$ cat src/core/plc_unused_guard.sv
// spare file, holds no logic
`timescale 1ns/100ps
`default_nettype none
`default_nettype wire

$ cat src/pkg/plc_pkg.sv
// package: constants, types and register map of the programmable logic cell back end
package plc_pkg;

    // ****************************************************************
    // register map
    // ****************************************************************
    localparam int ADDR_W = 4;
    localparam int DATA_W = 8;
    localparam logic [3:0] OFS_CONTROL = 4'h0;
    localparam logic [3:0] OFS_G3_SELECT = 4'h1;
    localparam logic [3:0] OFS_POLARITY = 4'h2;

    // ****************************************************************
    // field positions
    // ****************************************************************
    localparam int BIT_ENABLE = 7;
    localparam int BIT_PIN_OE = 6;
    localparam int BIT_OUT_LEVEL = 5;
    localparam int BIT_RISE_EN = 4;
    localparam int BIT_FALL_EN = 3;
    localparam int BIT_FUNC_MSB = 2;
    localparam int BIT_FUNC_LSB = 0;
    localparam int BIT_OUT_INV = 7;
    localparam int BIT_GATE_INV_MSB = 3;

    // ****************************************************************
    // types
    // ****************************************************************
    typedef enum logic [2:0] {
        FN_AND_OR = 3'h0,
        FN_OR_XOR = 3'h1,
        FN_AND4 = 3'h2,
        FN_SR_LATCH = 3'h3,
        FN_D1_SR = 3'h4,
        FN_D2_R = 3'h5,
        FN_JK_R = 3'h6,
        FN_TLATCH_SR = 3'h7
    } plc_func_t;

    typedef struct packed {
        logic en;
        logic oe;
        logic rise;
        logic fall;
        plc_func_t func;
    } plc_ctl_t;

    typedef struct packed {
        logic wr;
        logic rd;
        logic [3:0] addr;
        logic [7:0] wdata;
    } plc_bus_t;

    typedef logic [7:0] plc_sel_t;
    typedef logic [3:0] plc_gates_t;

    typedef struct packed {
        plc_ctl_t ctl;
        logic out_inv;
        logic [3:0] gate_inv;
        logic out;
        logic pulse;
        logic [7:0] rdata;
    } plc_core_st_t;

    typedef struct packed {
        logic q;
        logic clk_prev;
    } plc_func_st_t;

    // ****************************************************************
    // values after reset
    // ****************************************************************
    localparam plc_ctl_t CTL_RST = plc_ctl_t'(7'h00);
    localparam logic [3:0] GATE_INV_RST = 4'h0;
    localparam plc_core_st_t CORE_RST = plc_core_st_t'(22'h00_0000);
    localparam plc_func_st_t FUNC_RST = plc_func_st_t'(2'h0);

endpackage

$ cat src/core/plc_core.sv
// top of the logic cell back end: registers, gates, function, polarity, events
`timescale 1ns/100ps
`default_nettype none
module plc_core
(
    // clock and reset
    input wire logic core_clk,
    input wire logic rstn,
    // register port
    input wire plc_pkg::plc_bus_t bus_req,
    output logic [7:0] bus_rdata,
    // data from the input selection stage
    input wire logic [3:0] data_true,
    // selects of gates 1, 2 and 4 from neighbouring registers
    input wire plc_pkg::plc_sel_t g1_sel,
    input wire plc_pkg::plc_sel_t g2_sel,
    input wire plc_pkg::plc_sel_t g4_sel,
    // cell result to peripherals and feedback
    output logic cell_out,
    output logic input_mix_en,
    output logic irq_set,
    // output pin
    output logic pin_out,
    output logic pin_oe_n
);

    plc_pkg::plc_core_st_t st_reg;
    plc_pkg::plc_core_st_t st_next;
    plc_pkg::plc_sel_t g3_sel_reg;
    plc_pkg::plc_sel_t sel_all [4];
    plc_pkg::plc_gates_t gates;
    logic func_raw;
    logic wr_ctl;
    logic wr_g3;
    logic wr_pol;

    // ****************************************************************
    // address decode
    // ****************************************************************
    always_comb
    begin
        wr_ctl = 1'b0;
        wr_g3 = 1'b0;
        wr_pol = 1'b0;
        if (bus_req.wr && bus_req.addr == plc_pkg::OFS_CONTROL)
            wr_ctl = 1'b1;
        else if (bus_req.wr && bus_req.addr == plc_pkg::OFS_G3_SELECT)
            wr_g3 = 1'b1;
        else if (bus_req.wr && bus_req.addr == plc_pkg::OFS_POLARITY)
            wr_pol = 1'b1;
    end

    // ****************************************************************
    // gate 3 select, no reset: keeps content across resets
    // ****************************************************************
    always_ff @(posedge core_clk)
    begin
        if (wr_g3)
            g3_sel_reg <= bus_req.wdata;
    end

    // ****************************************************************
    // data gates and logic function
    // ****************************************************************
    assign sel_all[0] = g1_sel;
    assign sel_all[1] = g2_sel;
    assign sel_all[2] = g3_sel_reg;
    assign sel_all[3] = g4_sel;

    genvar g;
    generate
        for (g = 0; g < 4; g++)
        begin : g_gate
            plc_gate u_gate
            (
                .sel(sel_all[g]),
                .invert(st_reg.gate_inv[g]),
                .data(data_true),
                .gate_out(gates[g])
            );
        end
    endgenerate

    plc_func u_func
    (
        .core_clk(core_clk),
        .rstn(rstn),
        .enable(st_reg.ctl.en),
        .func(st_reg.ctl.func),
        .gates(gates),
        .func_out(func_raw)
    );

    // ****************************************************************
    // next state: registers, output stage, edge events, read data
    // ****************************************************************
    always_comb
    begin
        st_next = st_reg;
        // control writes, output level bit is not writable
        if (wr_ctl)
        begin
            st_next.ctl.en = bus_req.wdata[plc_pkg::BIT_ENABLE];
            st_next.ctl.oe = bus_req.wdata[plc_pkg::BIT_PIN_OE];
            st_next.ctl.rise = bus_req.wdata[plc_pkg::BIT_RISE_EN];
            st_next.ctl.fall = bus_req.wdata[plc_pkg::BIT_FALL_EN];
            st_next.ctl.func = plc_pkg::plc_func_t'(
                bus_req.wdata[plc_pkg::BIT_FUNC_MSB:plc_pkg::BIT_FUNC_LSB]);
        end
        // polarity writes
        if (wr_pol)
        begin
            st_next.out_inv = bus_req.wdata[plc_pkg::BIT_OUT_INV];
            st_next.gate_inv = bus_req.wdata[plc_pkg::BIT_GATE_INV_MSB:0];
        end
        // output stage, low while the cell is off
        st_next.out = st_reg.ctl.en & (func_raw ^ st_reg.out_inv);
        // edge events, a polarity flip counts as an edge
        st_next.pulse = (st_next.out & ~st_reg.out & st_reg.ctl.rise)
            | (~st_next.out & st_reg.out & st_reg.ctl.fall);
        // read data, valid only in the cycle after the strobe
        st_next.rdata = 8'h00;
        if (bus_req.rd && bus_req.addr == plc_pkg::OFS_CONTROL)
            st_next.rdata = {st_reg.ctl.en, st_reg.ctl.oe, st_reg.out,
                st_reg.ctl.rise, st_reg.ctl.fall, st_reg.ctl.func};
        else if (bus_req.rd && bus_req.addr == plc_pkg::OFS_G3_SELECT)
            st_next.rdata = g3_sel_reg;
        else if (bus_req.rd && bus_req.addr == plc_pkg::OFS_POLARITY)
            st_next.rdata = {st_reg.out_inv, 3'h0, st_reg.gate_inv};
    end

    // state register
    always_ff @(posedge core_clk or negedge rstn)
    begin
        if (!rstn)
            st_reg <= plc_pkg::CORE_RST;
        else
            st_reg <= st_next;
    end

    // ****************************************************************
    // outputs
    // ****************************************************************
    assign cell_out = st_reg.out;
    assign input_mix_en = st_reg.ctl.en;
    assign irq_set = st_reg.pulse;
    assign bus_rdata = st_reg.rdata;
    // pin is driven with the cell result while enabled, low enable drives
    assign pin_out = st_reg.out;
    assign pin_oe_n = ~st_reg.ctl.oe;
endmodule
`default_nettype wire

$ cat src/core/plc_gate.sv
// one data gate: AND of selected true or negated data, then polarity
`timescale 1ns/100ps
`default_nettype none
module plc_gate
(
    // gate select and polarity
    input wire plc_pkg::plc_sel_t sel,
    input wire logic invert,
    // selected data and result
    input wire logic [3:0] data,
    output logic gate_out
);

    logic [3:0] term;

    // ****************************************************************
    // per-input terms, an unselected input contributes one
    // ****************************************************************
    genvar i;
    generate
        for (i = 0; i < 4; i++)
        begin : g_term
            // odd bit gates true data, even bit gates negated data
            assign term[i] = (~sel[2*i+1] | data[i]) & (~sel[2*i] | ~data[i]);
        end
    endgenerate

    // and of all terms, empty selection gives constant one before polarity
    assign gate_out = (&term) ^ invert;

endmodule
`default_nettype wire

$ cat src/core/plc_func.sv
// eight selectable logic functions of the cell
`timescale 1ns/100ps
`default_nettype none
module plc_func
(
    // clock and reset
    input wire logic core_clk,
    input wire logic rstn,
    // control
    input wire logic enable,
    input wire plc_pkg::plc_func_t func,
    // gate outputs in, function result out
    input wire plc_pkg::plc_gates_t gates,
    output logic func_out
);

    plc_pkg::plc_func_st_t st_reg;
    plc_pkg::plc_func_st_t st_next;
    logic clk_rise;

    assign clk_rise = gates[0] & ~st_reg.clk_prev;

    // ****************************************************************
    // storage element update, held while the cell is off
    // ****************************************************************
    always_comb
    begin
        st_next = st_reg;
        if (enable)
        begin
            st_next.clk_prev = gates[0];
            case (func)
                plc_pkg::FN_SR_LATCH:
                begin
                    // set wins over reset
                    if (gates[0] | gates[1])
                        st_next.q = 1'b1;
                    else if (gates[2] | gates[3])
                        st_next.q = 1'b0;
                end
                plc_pkg::FN_D1_SR:
                begin
                    if (gates[2])
                        st_next.q = 1'b0;
                    else if (gates[3])
                        st_next.q = 1'b1;
                    else if (clk_rise)
                        st_next.q = gates[1];
                end
                plc_pkg::FN_D2_R:
                begin
                    if (gates[2])
                        st_next.q = 1'b0;
                    else if (clk_rise)
                        st_next.q = gates[1] & gates[3];
                end
                plc_pkg::FN_JK_R:
                begin
                    if (gates[2])
                        st_next.q = 1'b0;
                    else if (clk_rise)
                        st_next.q = (gates[1] & ~st_reg.q) | (~gates[3] & st_reg.q);
                end
                plc_pkg::FN_TLATCH_SR:
                begin
                    if (gates[2])
                        st_next.q = 1'b0;
                    else if (gates[3])
                        st_next.q = 1'b1;
                    else if (gates[0])
                        st_next.q = gates[1];
                end
                default:
                begin
                    st_next.q = st_reg.q;
                end
            endcase
        end
    end

    // result: combinational functions direct, others from storage
    always_comb
    begin
        case (func)
            plc_pkg::FN_AND_OR: func_out = (gates[0] & gates[1]) | (gates[2] & gates[3]);
            plc_pkg::FN_OR_XOR: func_out = (gates[0] | gates[1]) ^ (gates[2] | gates[3]);
            plc_pkg::FN_AND4: func_out = &gates;
            default: func_out = st_reg.q;
        endcase
    end

    // state register
    always_ff @(posedge core_clk or negedge rstn)
    begin
        if (!rstn)
            st_reg <= plc_pkg::FUNC_RST;
        else
            st_reg <= st_next;
    end
endmodule
`default_nettype wire

$ cat config.mk
export PLATFORM = sky130hd
export DESIGN_NAME = plc_core
export DESIGN_NICKNAME = d
export VERILOG_FILES = /design/src/core/plc_unused_guard.sv /design/src/pkg/plc_pkg.sv /design/src/core/plc_core.sv /design/src/core/plc_gate.sv /design/src/core/plc_func.sv
export SDC_FILE = /design/constraint.sdc
export NUM_CORES = 1
export LEC_CHECK = 0
export BUFFER_PORTS_ARGS = -buffer_cell sky130_fd_sc_hd__buf_2
export CAP_MARGIN = 15
export CORE_UTILIZATION = 50
export DETAILED_ROUTE_END_ITERATION = 10
export GPL_TIMING_DRIVEN = 1
export PLACE_DENSITY = 0.77
export RECOVER_POWER = 50
export SLEW_MARGIN = 10
export SYNTH_ARGS = -nofsm -noshare
export SYNTH_HDL_FRONTEND = slang
export SYNTH_HIERARCHICAL = 1
export SYNTH_SLANG_ARGS = --single-unit
$ cat constraint.sdc
create_clock -name core_clk -period 2.5 [get_ports core_clk]
set_clock_uncertainty 0.1 [all_clocks]
set_input_delay 0.375 -clock core_clk [delete_from_list [all_inputs] [get_ports core_clk]]
set_output_delay 0.375 -clock core_clk [all_outputs]
set_load 0.005 [all_outputs]
==> flow_results.xml, run 1 <==
<?xml version="1.0" encoding="UTF-8"?>
<metrics>
  <group name="run_status">
    <metric name="result_of_the_run" unit="">finished, final reports clean</metric>
  </group>
  <group name="clock_tree">
    <metric name="tritoncts_num_sinks" unit="">32</metric>
    <metric name="cts_resized" unit="">0</metric>
    <metric name="cts.repair_timing.setup_buffer_count" unit="">0</metric>
    <metric name="clk_latency" unit="ps">320</metric>
    <metric name="h-tree-depth" unit="">2</metric>
    <metric name="clock_tree.root_cell" unit="">sky130_fd_sc_hd__clkbuf_4</metric>
    <metric name="clock_tree_from_tritoncts" unit="">built</metric>
    <metric name="clk_pin_slew" unit="ps">90</metric>
    <metric name="largest_buffer_count_on_any_clock_path" unit="">2</metric>
    <metric name="cts_hold_repair.buffers" unit="">1</metric>
    <metric name="tritoncts_buffers" unit="">5</metric>
  </group>
  <group name="die">
    <metric name="die_height" unit="um">61.4</metric>
    <metric name="dieArea" unit="sq um">3770</metric>
    <metric name="fp.dieW" unit="um">61.4</metric>
    <metric name="ioPinCount" unit="">57</metric>
    <metric name="std_cell_rows" unit="">21</metric>
    <metric name="core_region_area" unit="sq um">3360</metric>
    <metric name="floorplan.initialDensity" unit="%">52.4</metric>
  </group>
  <group name="yosys">
    <metric name="synthCells" unit="">151</metric>
    <metric name="netlist.area_leader.share" unit="%">34.1</metric>
    <metric name="ys_top_cells_by_count" unit="">24 x sky130_fd_sc_hd__dfrtp_1, 24 x sky130_fd_sc_hd__mux2i_1, 13 x sky130_fd_sc_hd__mux2_2</metric>
    <metric name="netlist-cell-type-count" unit="">33</metric>
    <metric name="syn_avg_cell_area" unit="sq um">11.7</metric>
    <metric name="largest_cells_by_area_after_synthesis" unit="">sky130_fd_sc_hd__dfrtp_1 34%, sky130_fd_sc_hd__mux2i_1 14%, sky130_fd_sc_hd__edfxtp_1 14%</metric>
    <metric name="main_synth_ff_type" unit="">sky130_fd_sc_hd__dfrtp_1</metric>
    <metric name="syn_area" unit="sq um">1760</metric>
    <metric name="synth-seq-cells" unit="">32</metric>
    <metric name="syn-num-nets" unit="">196</metric>
    <metric name="async_flop_share" unit="%">75.0</metric>
    <metric name="synth.largest_area_cell" unit="">sky130_fd_sc_hd__dfrtp_1</metric>
    <metric name="yosysWarningCount" unit="">6</metric>
    <metric name="synth.yosys.seq_area_share" unit="%">47.7</metric>
    <metric name="number_of_flops_mapped_to_enable_cells_by_yosys" unit="">8</metric>
  </group>
  <group name="critical_path">
    <metric name="worst_ep_arrival_time" unit="ps">2370</metric>
    <metric name="critical_path.slowest_cell" unit="">sky130_fd_sc_hd__edfxtp_1</metric>
    <metric name="worst_case_register_to_register_setup_slack" unit="ps">230</metric>
    <metric name="critical_path_required" unit="ps">2600</metric>
    <metric name="crit_chain" unit="">mux2i_1, nand4_1, xnor2_1, nor2_1, ha_1, inv_1, a2bb2oi_1, o22ai_1, xor2_1, and2_1, o22ai_1</metric>
    <metric name="cp.buffers_inverters" unit="">1</metric>
    <metric name="worst-path-max-fanout" unit="">2</metric>
    <metric name="critPathMostFrequentCell" unit="">sky130_fd_sc_hd__o22ai_1</metric>
    <metric name="crit_path_start_kind" unit="">register</metric>
    <metric name="critical_path.top_delay_family" unit="">flip-flops</metric>
    <metric name="worstSetupPathType" unit="">reg -&gt; reg</metric>
    <metric name="worst_setup_path_end_kind" unit="">register</metric>
    <metric name="critPathMaxStageDelay" unit="ps">430</metric>
  </group>
  <group name="global_route">
    <metric name="antenna_violations_before_repair" unit="">0</metric>
    <metric name="gr-total-overflow" unit="">0</metric>
    <metric name="grt_max_degree" unit="">25</metric>
    <metric name="track_usage" unit="%">21.6</metric>
    <metric name="grt_first_pass_wirelength" unit="um">5630</metric>
    <metric name="grt_pass1_vias" unit="">1257</metric>
  </group>
  <group name="power_and_ir_drop">
    <metric name="total_power" unit="mW">1.42</metric>
    <metric name="worst_ir_drop_vdd" unit="mV">0.367</metric>
    <metric name="leakagePower" unit="nW">1.03</metric>
    <metric name="p_per_area" unit="nW/um^2">675</metric>
  </group>
  <group name="drt">
    <metric name="drc" unit="">0</metric>
    <metric name="drt-wirelength-per-cell" unit="um">14.6</metric>
    <metric name="detail_route.first_pass.iterations" unit="">4</metric>
    <metric name="totalWireLength" unit="um">3730</metric>
    <metric name="vias_per_cell" unit="">5.29</metric>
    <metric name="routed-via-count" unit="">1355</metric>
    <metric name="dr.first_iter.drc_count" unit="">37</metric>
    <metric name="final_antenna_net_count" unit="">0</metric>
  </group>
  <group name="sta">
    <metric name="finalHoldViolations" unit="">0</metric>
    <metric name="max_slew.worst_pin.slew" unit="ps">1260</metric>
    <metric name="post-route-period-util" unit="%">90.8</metric>
    <metric name="rsz0062_at_grt" unit="">false</metric>
    <metric name="achievable-frequency" unit="GHz">0.440</metric>
    <metric name="max-slew-margin-rel" unit="%">16.1</metric>
    <metric name="setup_violations" unit="">0</metric>
    <metric name="final.hold.worst_slack" unit="ps">130</metric>
    <metric name="final-max-slew-violation-count" unit="">0</metric>
    <metric name="post_route_setup_tns" unit="ps">0</metric>
    <metric name="finalCriticalPeriod" unit="ps">2270</metric>
  </group>
  <group name="worst_hold_path">
    <metric name="hold_path.class" unit="">in -&gt; reg</metric>
  </group>
  <group name="place">
    <metric name="post-dp-hpwl" unit="um">3000</metric>
    <metric name="numPortBuffers" unit="">56</metric>
    <metric name="numPlacedInstances" unit="">247</metric>
    <metric name="finalWeightedCongestion" unit="">0.860</metric>
  </group>
  <group name="flow_run">
    <metric name="drv.max_cap_violation_count" unit="">0</metric>
  </group>
  <group name="layout">
    <metric name="post_layout_instance_count_excluding_filler_cells" unit="">256</metric>
    <metric name="antenna_cells" unit="">0</metric>
    <metric name="post_route_cells_drive_above_1_share" unit="%">40.5</metric>
    <metric name="largest_register_ffs" unit="">11</metric>
    <metric name="finalNetCount" unit="">254</metric>
    <metric name="layout_overhead_on_the_synthesized_area" unit="%">19.2</metric>
  </group>
</metrics>
[layer usage]
layer / vias up / GRT usage (%) / wire, um
met3: 5 / 5.04 / 257
li1: 651 / - / -
met5: - / 0 / 0
met2: 55 / 38.0 / 1800
met4: 0 / 8.57 / 61
met1: 644 / 25.7 / 1610
[final timing paths]
check	from	end	cells past startpoint
min in group asynchronous	rstn	bus_rdata[4]	2
min	bus_req[5]	g3_sel_reg[5]	1
max in group asynchronous	rstn	st_reg[10]	2
max reg2reg	g3_sel_reg[4]	irq_set	11
min reg2reg	u_func/st_reg[0]	u_func/st_reg[0]	1
max	g3_sel_reg[4]	irq_set	11
[through the flow]
| stage | instance area (sq um) | utilization (%) | setup slack [ps] |
|---|---|---|---|
| floorplan | 1760 | - | 244 |
| global placement | 2050 | 61.0 | 61.9 |
| detailed placement | 2050 | 61.0 | -2.06 |
| CTS | 2120 | 63.1 | 219 |
| global route | 2100 | 62.5 | 112 |
| finish | 2100 | 62.5 | 229 |
[power by group]
part | leakage (nW) | internal, mW | switching, mW
combinational | 0.614 | 0.226 | 0.180
sequential | 0.380 | 0.614 | 0.0989
clock | 0.0380 | 0.134 | 0.165
total | 1.03 | 0.974 | 0.444
[cell type report]
| type | instances | area, sq um |
|---|---|---|
| clock inverters | 2 | 10.0 |
| fillers | 290 | 1260 |
| multi-input cells | 104 | 811 |
| clock buffers | 6 | 51.3 |
| repair buffers | 61 | 312 |
| well taps | 46 | 57.6 |
| flip-flops and latches | 32 | 841 |
| inverters | 5 | 18.8 |
[worst reg2reg max path: cells and delay by family (launching register included)]
family / cells / cell delay [ps]
AOI/OAI and AO/OA: 3 / 380
xor gates and xnor gates: 2 / 410
adders and majority gates: 1 / 270
buffers and inverters: 1 / 30
DFF: 1 / 430
muxes: 1 / 170
and+or+nand+nor: 3 / 370
[kinds of logic (layout without fill, tap and decap cells)]
family                   Yosys count  after routing  share of synthesized area, %
buffers and inverters             15             74                          5.54
AO/OA/AOI/OAI                     20             20                          7.53
multiplexers                      37             37                          21.9
adder cells (fa/ha/maj)            1              1                         0.710
XOR/XNOR                           5              5                          2.49
AND/OR/NAND/NOR                   41             41                          14.1
flip-flops                        32             32                          47.7
[cell usage in the layout (no fill, tap or decap), types with 2 or more instances in the layout]
| cell | n |
|---|---|
| sky130_fd_sc_hd__inv_1 | 5 |
| sky130_fd_sc_hd__nor2b_1 | 3 |
| sky130_fd_sc_hd__clkbuf_4 | 5 |
| sky130_fd_sc_hd__clkbuf_1 | 7 |
| sky130_fd_sc_hd__nand4_1 | 4 |
| sky130_fd_sc_hd__o22ai_1 | 3 |
| sky130_fd_sc_hd__dfrtp_1 | 24 |
| sky130_fd_sc_hd__clkinv_2 | 2 |
| sky130_fd_sc_hd__edfxtp_1 | 8 |
| sky130_fd_sc_hd__nor2_1 | 9 |
| sky130_fd_sc_hd__nand2_1 | 10 |
| sky130_fd_sc_hd__mux2i_1 | 24 |
| sky130_fd_sc_hd__a21oi_1 | 6 |
| sky130_fd_sc_hd__or2_2 | 4 |
| sky130_fd_sc_hd__and2b_2 | 2 |
| sky130_fd_sc_hd__buf_4 | 4 |
| sky130_fd_sc_hd__o21ai_0 | 4 |
| sky130_fd_sc_hd__a2bb2oi_1 | 3 |
| sky130_fd_sc_hd__buf_2 | 49 |
| sky130_fd_sc_hd__mux2_2 | 13 |
| sky130_fd_sc_hd__xnor2_1 | 4 |
(Power assumes the default switching activity.)
==> run 2, diff against run 1 <==
- clock period: 2.5 -> 2.6 ns (I/O delays scaled with it)
==> run 2 against run 1 <==
Critical path depth stayed put. Sequential cell count is the same. Worst hold slack improved by 10 ps. Sequential share of layout area did not move. Global-route usage rose by 0.77 points. Non-clock buffer count fell by 2. Combinational power is 5% lower. Register-to-register slack barely moved. Via count is 1.3% higher. Critical path type unchanged.
==> flow_results.xml, run 2 (synthesis results as in run 1) <==
<?xml version="1.0" encoding="UTF-8"?>
<metrics>
  <group name="drt">
    <metric name="dr.first_iter.drc_count" unit="">43</metric>
    <metric name="vias_per_cell" unit="">5.40</metric>
    <metric name="drc" unit="">0</metric>
    <metric name="detail_route.first_pass.iterations" unit="">4</metric>
    <metric name="routed-via-count" unit="">1372</metric>
    <metric name="drt-wirelength-per-cell" unit="um">15.6</metric>
    <metric name="totalWireLength" unit="um">3960</metric>
    <metric name="final_antenna_net_count" unit="">0</metric>
  </group>
  <group name="layout">
    <metric name="finalNetCount" unit="">252</metric>
    <metric name="fillerInstances" unit="">292</metric>
    <metric name="layout_common_cells" unit="">49 x sky130_fd_sc_hd__buf_2, 24 x sky130_fd_sc_hd__mux2i_1, 24 x sky130_fd_sc_hd__dfrtp_1</metric>
    <metric name="post_route_cells_drive_above_1_share" unit="%">39.4</metric>
    <metric name="most_common_library_cell_in_the_layout_ignoring_fill_and_taps" unit="">sky130_fd_sc_hd__buf_2</metric>
    <metric name="largest_register_ffs" unit="">11</metric>
    <metric name="layout_overhead_on_the_synthesized_area" unit="%">19.2</metric>
    <metric name="antenna_cells" unit="">0</metric>
    <metric name="post_layout_instance_count_excluding_filler_cells" unit="">254</metric>
    <metric name="final_cell_area" unit="sq um">2100</metric>
  </group>
  <group name="sta">
    <metric name="max_slew.worst_pin.slew" unit="ps">1300</metric>
    <metric name="final.hold.worst_slack" unit="ps">140</metric>
    <metric name="finalCriticalPeriod" unit="ps">2370</metric>
    <metric name="post-route-period-util" unit="%">91.2</metric>
    <metric name="final-max-slew-violation-count" unit="">0</metric>
    <metric name="rsz0062_at_grt" unit="">false</metric>
    <metric name="setup_violations" unit="">0</metric>
    <metric name="max-slew-margin-rel" unit="%">13.3</metric>
    <metric name="achievable-frequency" unit="GHz">0.422</metric>
    <metric name="post-route-worst-setup-slack" unit="ps">229</metric>
    <metric name="finalHoldViolations" unit="">0</metric>
  </group>
  <group name="critical_path">
    <metric name="crit-reg2reg-capture" unit="">irq_set</metric>
    <metric name="critical_path_required" unit="ps">2720</metric>
    <metric name="worst-path-max-fanout" unit="">2</metric>
    <metric name="worst_setup_path_end_kind" unit="">register</metric>
    <metric name="worst_ep_arrival_time" unit="ps">2490</metric>
    <metric name="reg2reg_from" unit="">g3_sel_reg[4]</metric>
    <metric name="worst_case_register_to_register_setup_slack" unit="ps">230</metric>
    <metric name="crit_path_start_kind" unit="">register</metric>
    <metric name="r2r.worst_path.cells" unit="">11</metric>
    <metric name="worstSetupPathType" unit="">reg -&gt; reg</metric>
  </group>
  <group name="flow_run">
    <metric name="drv.max_cap_violation_count" unit="">0</metric>
  </group>
  <group name="global_route">
    <metric name="gr-total-overflow" unit="">0</metric>
    <metric name="grt_first_pass_wirelength" unit="um">5780</metric>
    <metric name="grt_max_degree" unit="">25</metric>
    <metric name="antenna_violations_before_repair" unit="">0</metric>
    <metric name="track_usage" unit="%">22.4</metric>
    <metric name="grt_pass1_vias" unit="">1295</metric>
  </group>
  <group name="clock_tree">
    <metric name="largest_buffer_count_on_any_clock_path" unit="">2</metric>
    <metric name="clock_tree.root_cell" unit="">sky130_fd_sc_hd__clkbuf_4</metric>
    <metric name="cts_resized" unit="">0</metric>
    <metric name="clk_pin_slew" unit="ps">90</metric>
    <metric name="clk_latency" unit="ps">330</metric>
    <metric name="cts.repair_timing.setup_buffer_count" unit="">0</metric>
    <metric name="h-tree-depth" unit="">2</metric>
    <metric name="tritoncts_buffers" unit="">5</metric>
    <metric name="clock_tree_from_tritoncts" unit="">built</metric>
    <metric name="tritoncts_num_sinks" unit="">32</metric>
  </group>
  <group name="power_and_ir_drop">
    <metric name="worst_ir_drop_vdd" unit="mV">0.447</metric>
    <metric name="total_power" unit="mW">1.44</metric>
    <metric name="leakagePower" unit="nW">1.03</metric>
    <metric name="p_per_area" unit="nW/um^2">685</metric>
  </group>
  <group name="die">
    <metric name="dieArea" unit="sq um">3770</metric>
    <metric name="floorplan.initialDensity" unit="%">52.4</metric>
    <metric name="die_height" unit="um">61.4</metric>
    <metric name="core_region_area" unit="sq um">3360</metric>
    <metric name="ioPinCount" unit="">57</metric>
    <metric name="fp.dieW" unit="um">61.4</metric>
    <metric name="std_cell_rows" unit="">21</metric>
  </group>
  <group name="place">
    <metric name="placed_cell_area" unit="sq um">2040</metric>
    <metric name="place_ws" unit="ps">-29.5</metric>
    <metric name="numPlacedInstances" unit="">245</metric>
    <metric name="finalWeightedCongestion" unit="">0.869</metric>
    <metric name="post-dp-hpwl" unit="um">3120</metric>
    <metric name="numPortBuffers" unit="">56</metric>
  </group>
  <group name="worst_hold_path">
    <metric name="worst_hold_path.num_cells" unit="">1</metric>
    <metric name="hold_path.class" unit="">in -&gt; reg</metric>
    <metric name="hold_path.startpoint" unit="">bus_req[5]</metric>
    <metric name="hold_path_end" unit="">g3_sel_reg[5]</metric>
  </group>
  <group name="run_status">
    <metric name="result_of_the_run" unit="">finished, final reports clean</metric>
  </group>
</metrics>
-- run 2: cell count changes in the layout (fill, tap and decap cells not counted) --
cell / change
sky130_fd_sc_hd__buf_4: -2
sky130_fd_sc_hd__bufinv_16: +1
sky130_fd_sc_hd__clkbuf_1: +1
sky130_fd_sc_hd__clkbuf_8: -1
sky130_fd_sc_hd__clkinv_2: -1
-- run 2: power by group --
| part | total, mW | internal [mW] | leakage, nW | switching (mW) |
|---|---|---|---|---|
| clock | 0.365 | 0.201 | 0.0422 | 0.163 |
| combinational | 0.387 | 0.208 | 0.604 | 0.179 |
| sequential | 0.687 | 0.590 | 0.380 | 0.0969 |
-- run 2: worst max-delay path by stage --
| stage | start | end | slack [ps] |
|---|---|---|---|
| 2_1_floorplan | data_true[2] | irq_set | 330 |
| 3_3_place_gp | data_true[1] | irq_set | 90 |
| 3_5_place_dp | data_true[1] | irq_set | -30 |
| 4_1_cts | g3_sel_reg[0] | irq_set | 220 |
| 5_1_grt | g3_sel_reg[0] | irq_set | 60 |
| 6_report | g3_sel_reg[4] | irq_set | 230 |
-- run 2: critical path: stages, from the launching register on --
cell                        delay, ps
sky130_fd_sc_hd__edfxtp_1         440
sky130_fd_sc_hd__mux2i_1          170
sky130_fd_sc_hd__nand4_1          140
sky130_fd_sc_hd__xnor2_1          210
sky130_fd_sc_hd__nor2_1            70
sky130_fd_sc_hd__ha_1             270
sky130_fd_sc_hd__inv_1             30
sky130_fd_sc_hd__a2bb2oi_1        130
sky130_fd_sc_hd__o22ai_1          160
sky130_fd_sc_hd__xor2_1           230
sky130_fd_sc_hd__and2_1           200
sky130_fd_sc_hd__o22ai_1           80
-- run 2: layout make-up --
type	count	area, sq um	area share [%]
clock buffer	6	41.3	1.97
sequential	32	841	40.0
clock inverter	2	35.0	1.67
timing repair buffer	59	297	14.1
tap	46	57.6	2.74
inverter	5	18.8	0.893
multi-input combinational	104	811	38.6
-- run 2: timing repair --
| action | 4_1_cts | 5_1_grt |
|---|---|---|
| hold endpoints to repair | 24 | 0 |
| setup endpoints to repair | 0 | 0 |
| hold buffers | 1 | 0 |
-- run 2: through the flow --
step | TNS, ps | utilization, %
CTS | 0 | 63.1
floorplan | 0 | -
detailed placement | -29.5 | 60.5
global route | 0 | 62.5
finish | 0 | 62.5
global placement | 0 | 60.5
-- run 2: routing by layer --
layer  global-route usage (%)  vias up  part of all wire (%)
li1                         -      644                     -
met4                     9.21        0                   1.6
met3                     5.67        9                   7.3
met1                     26.8      661                    43
met5                        0        -                     0
met2                     38.7       58                    48
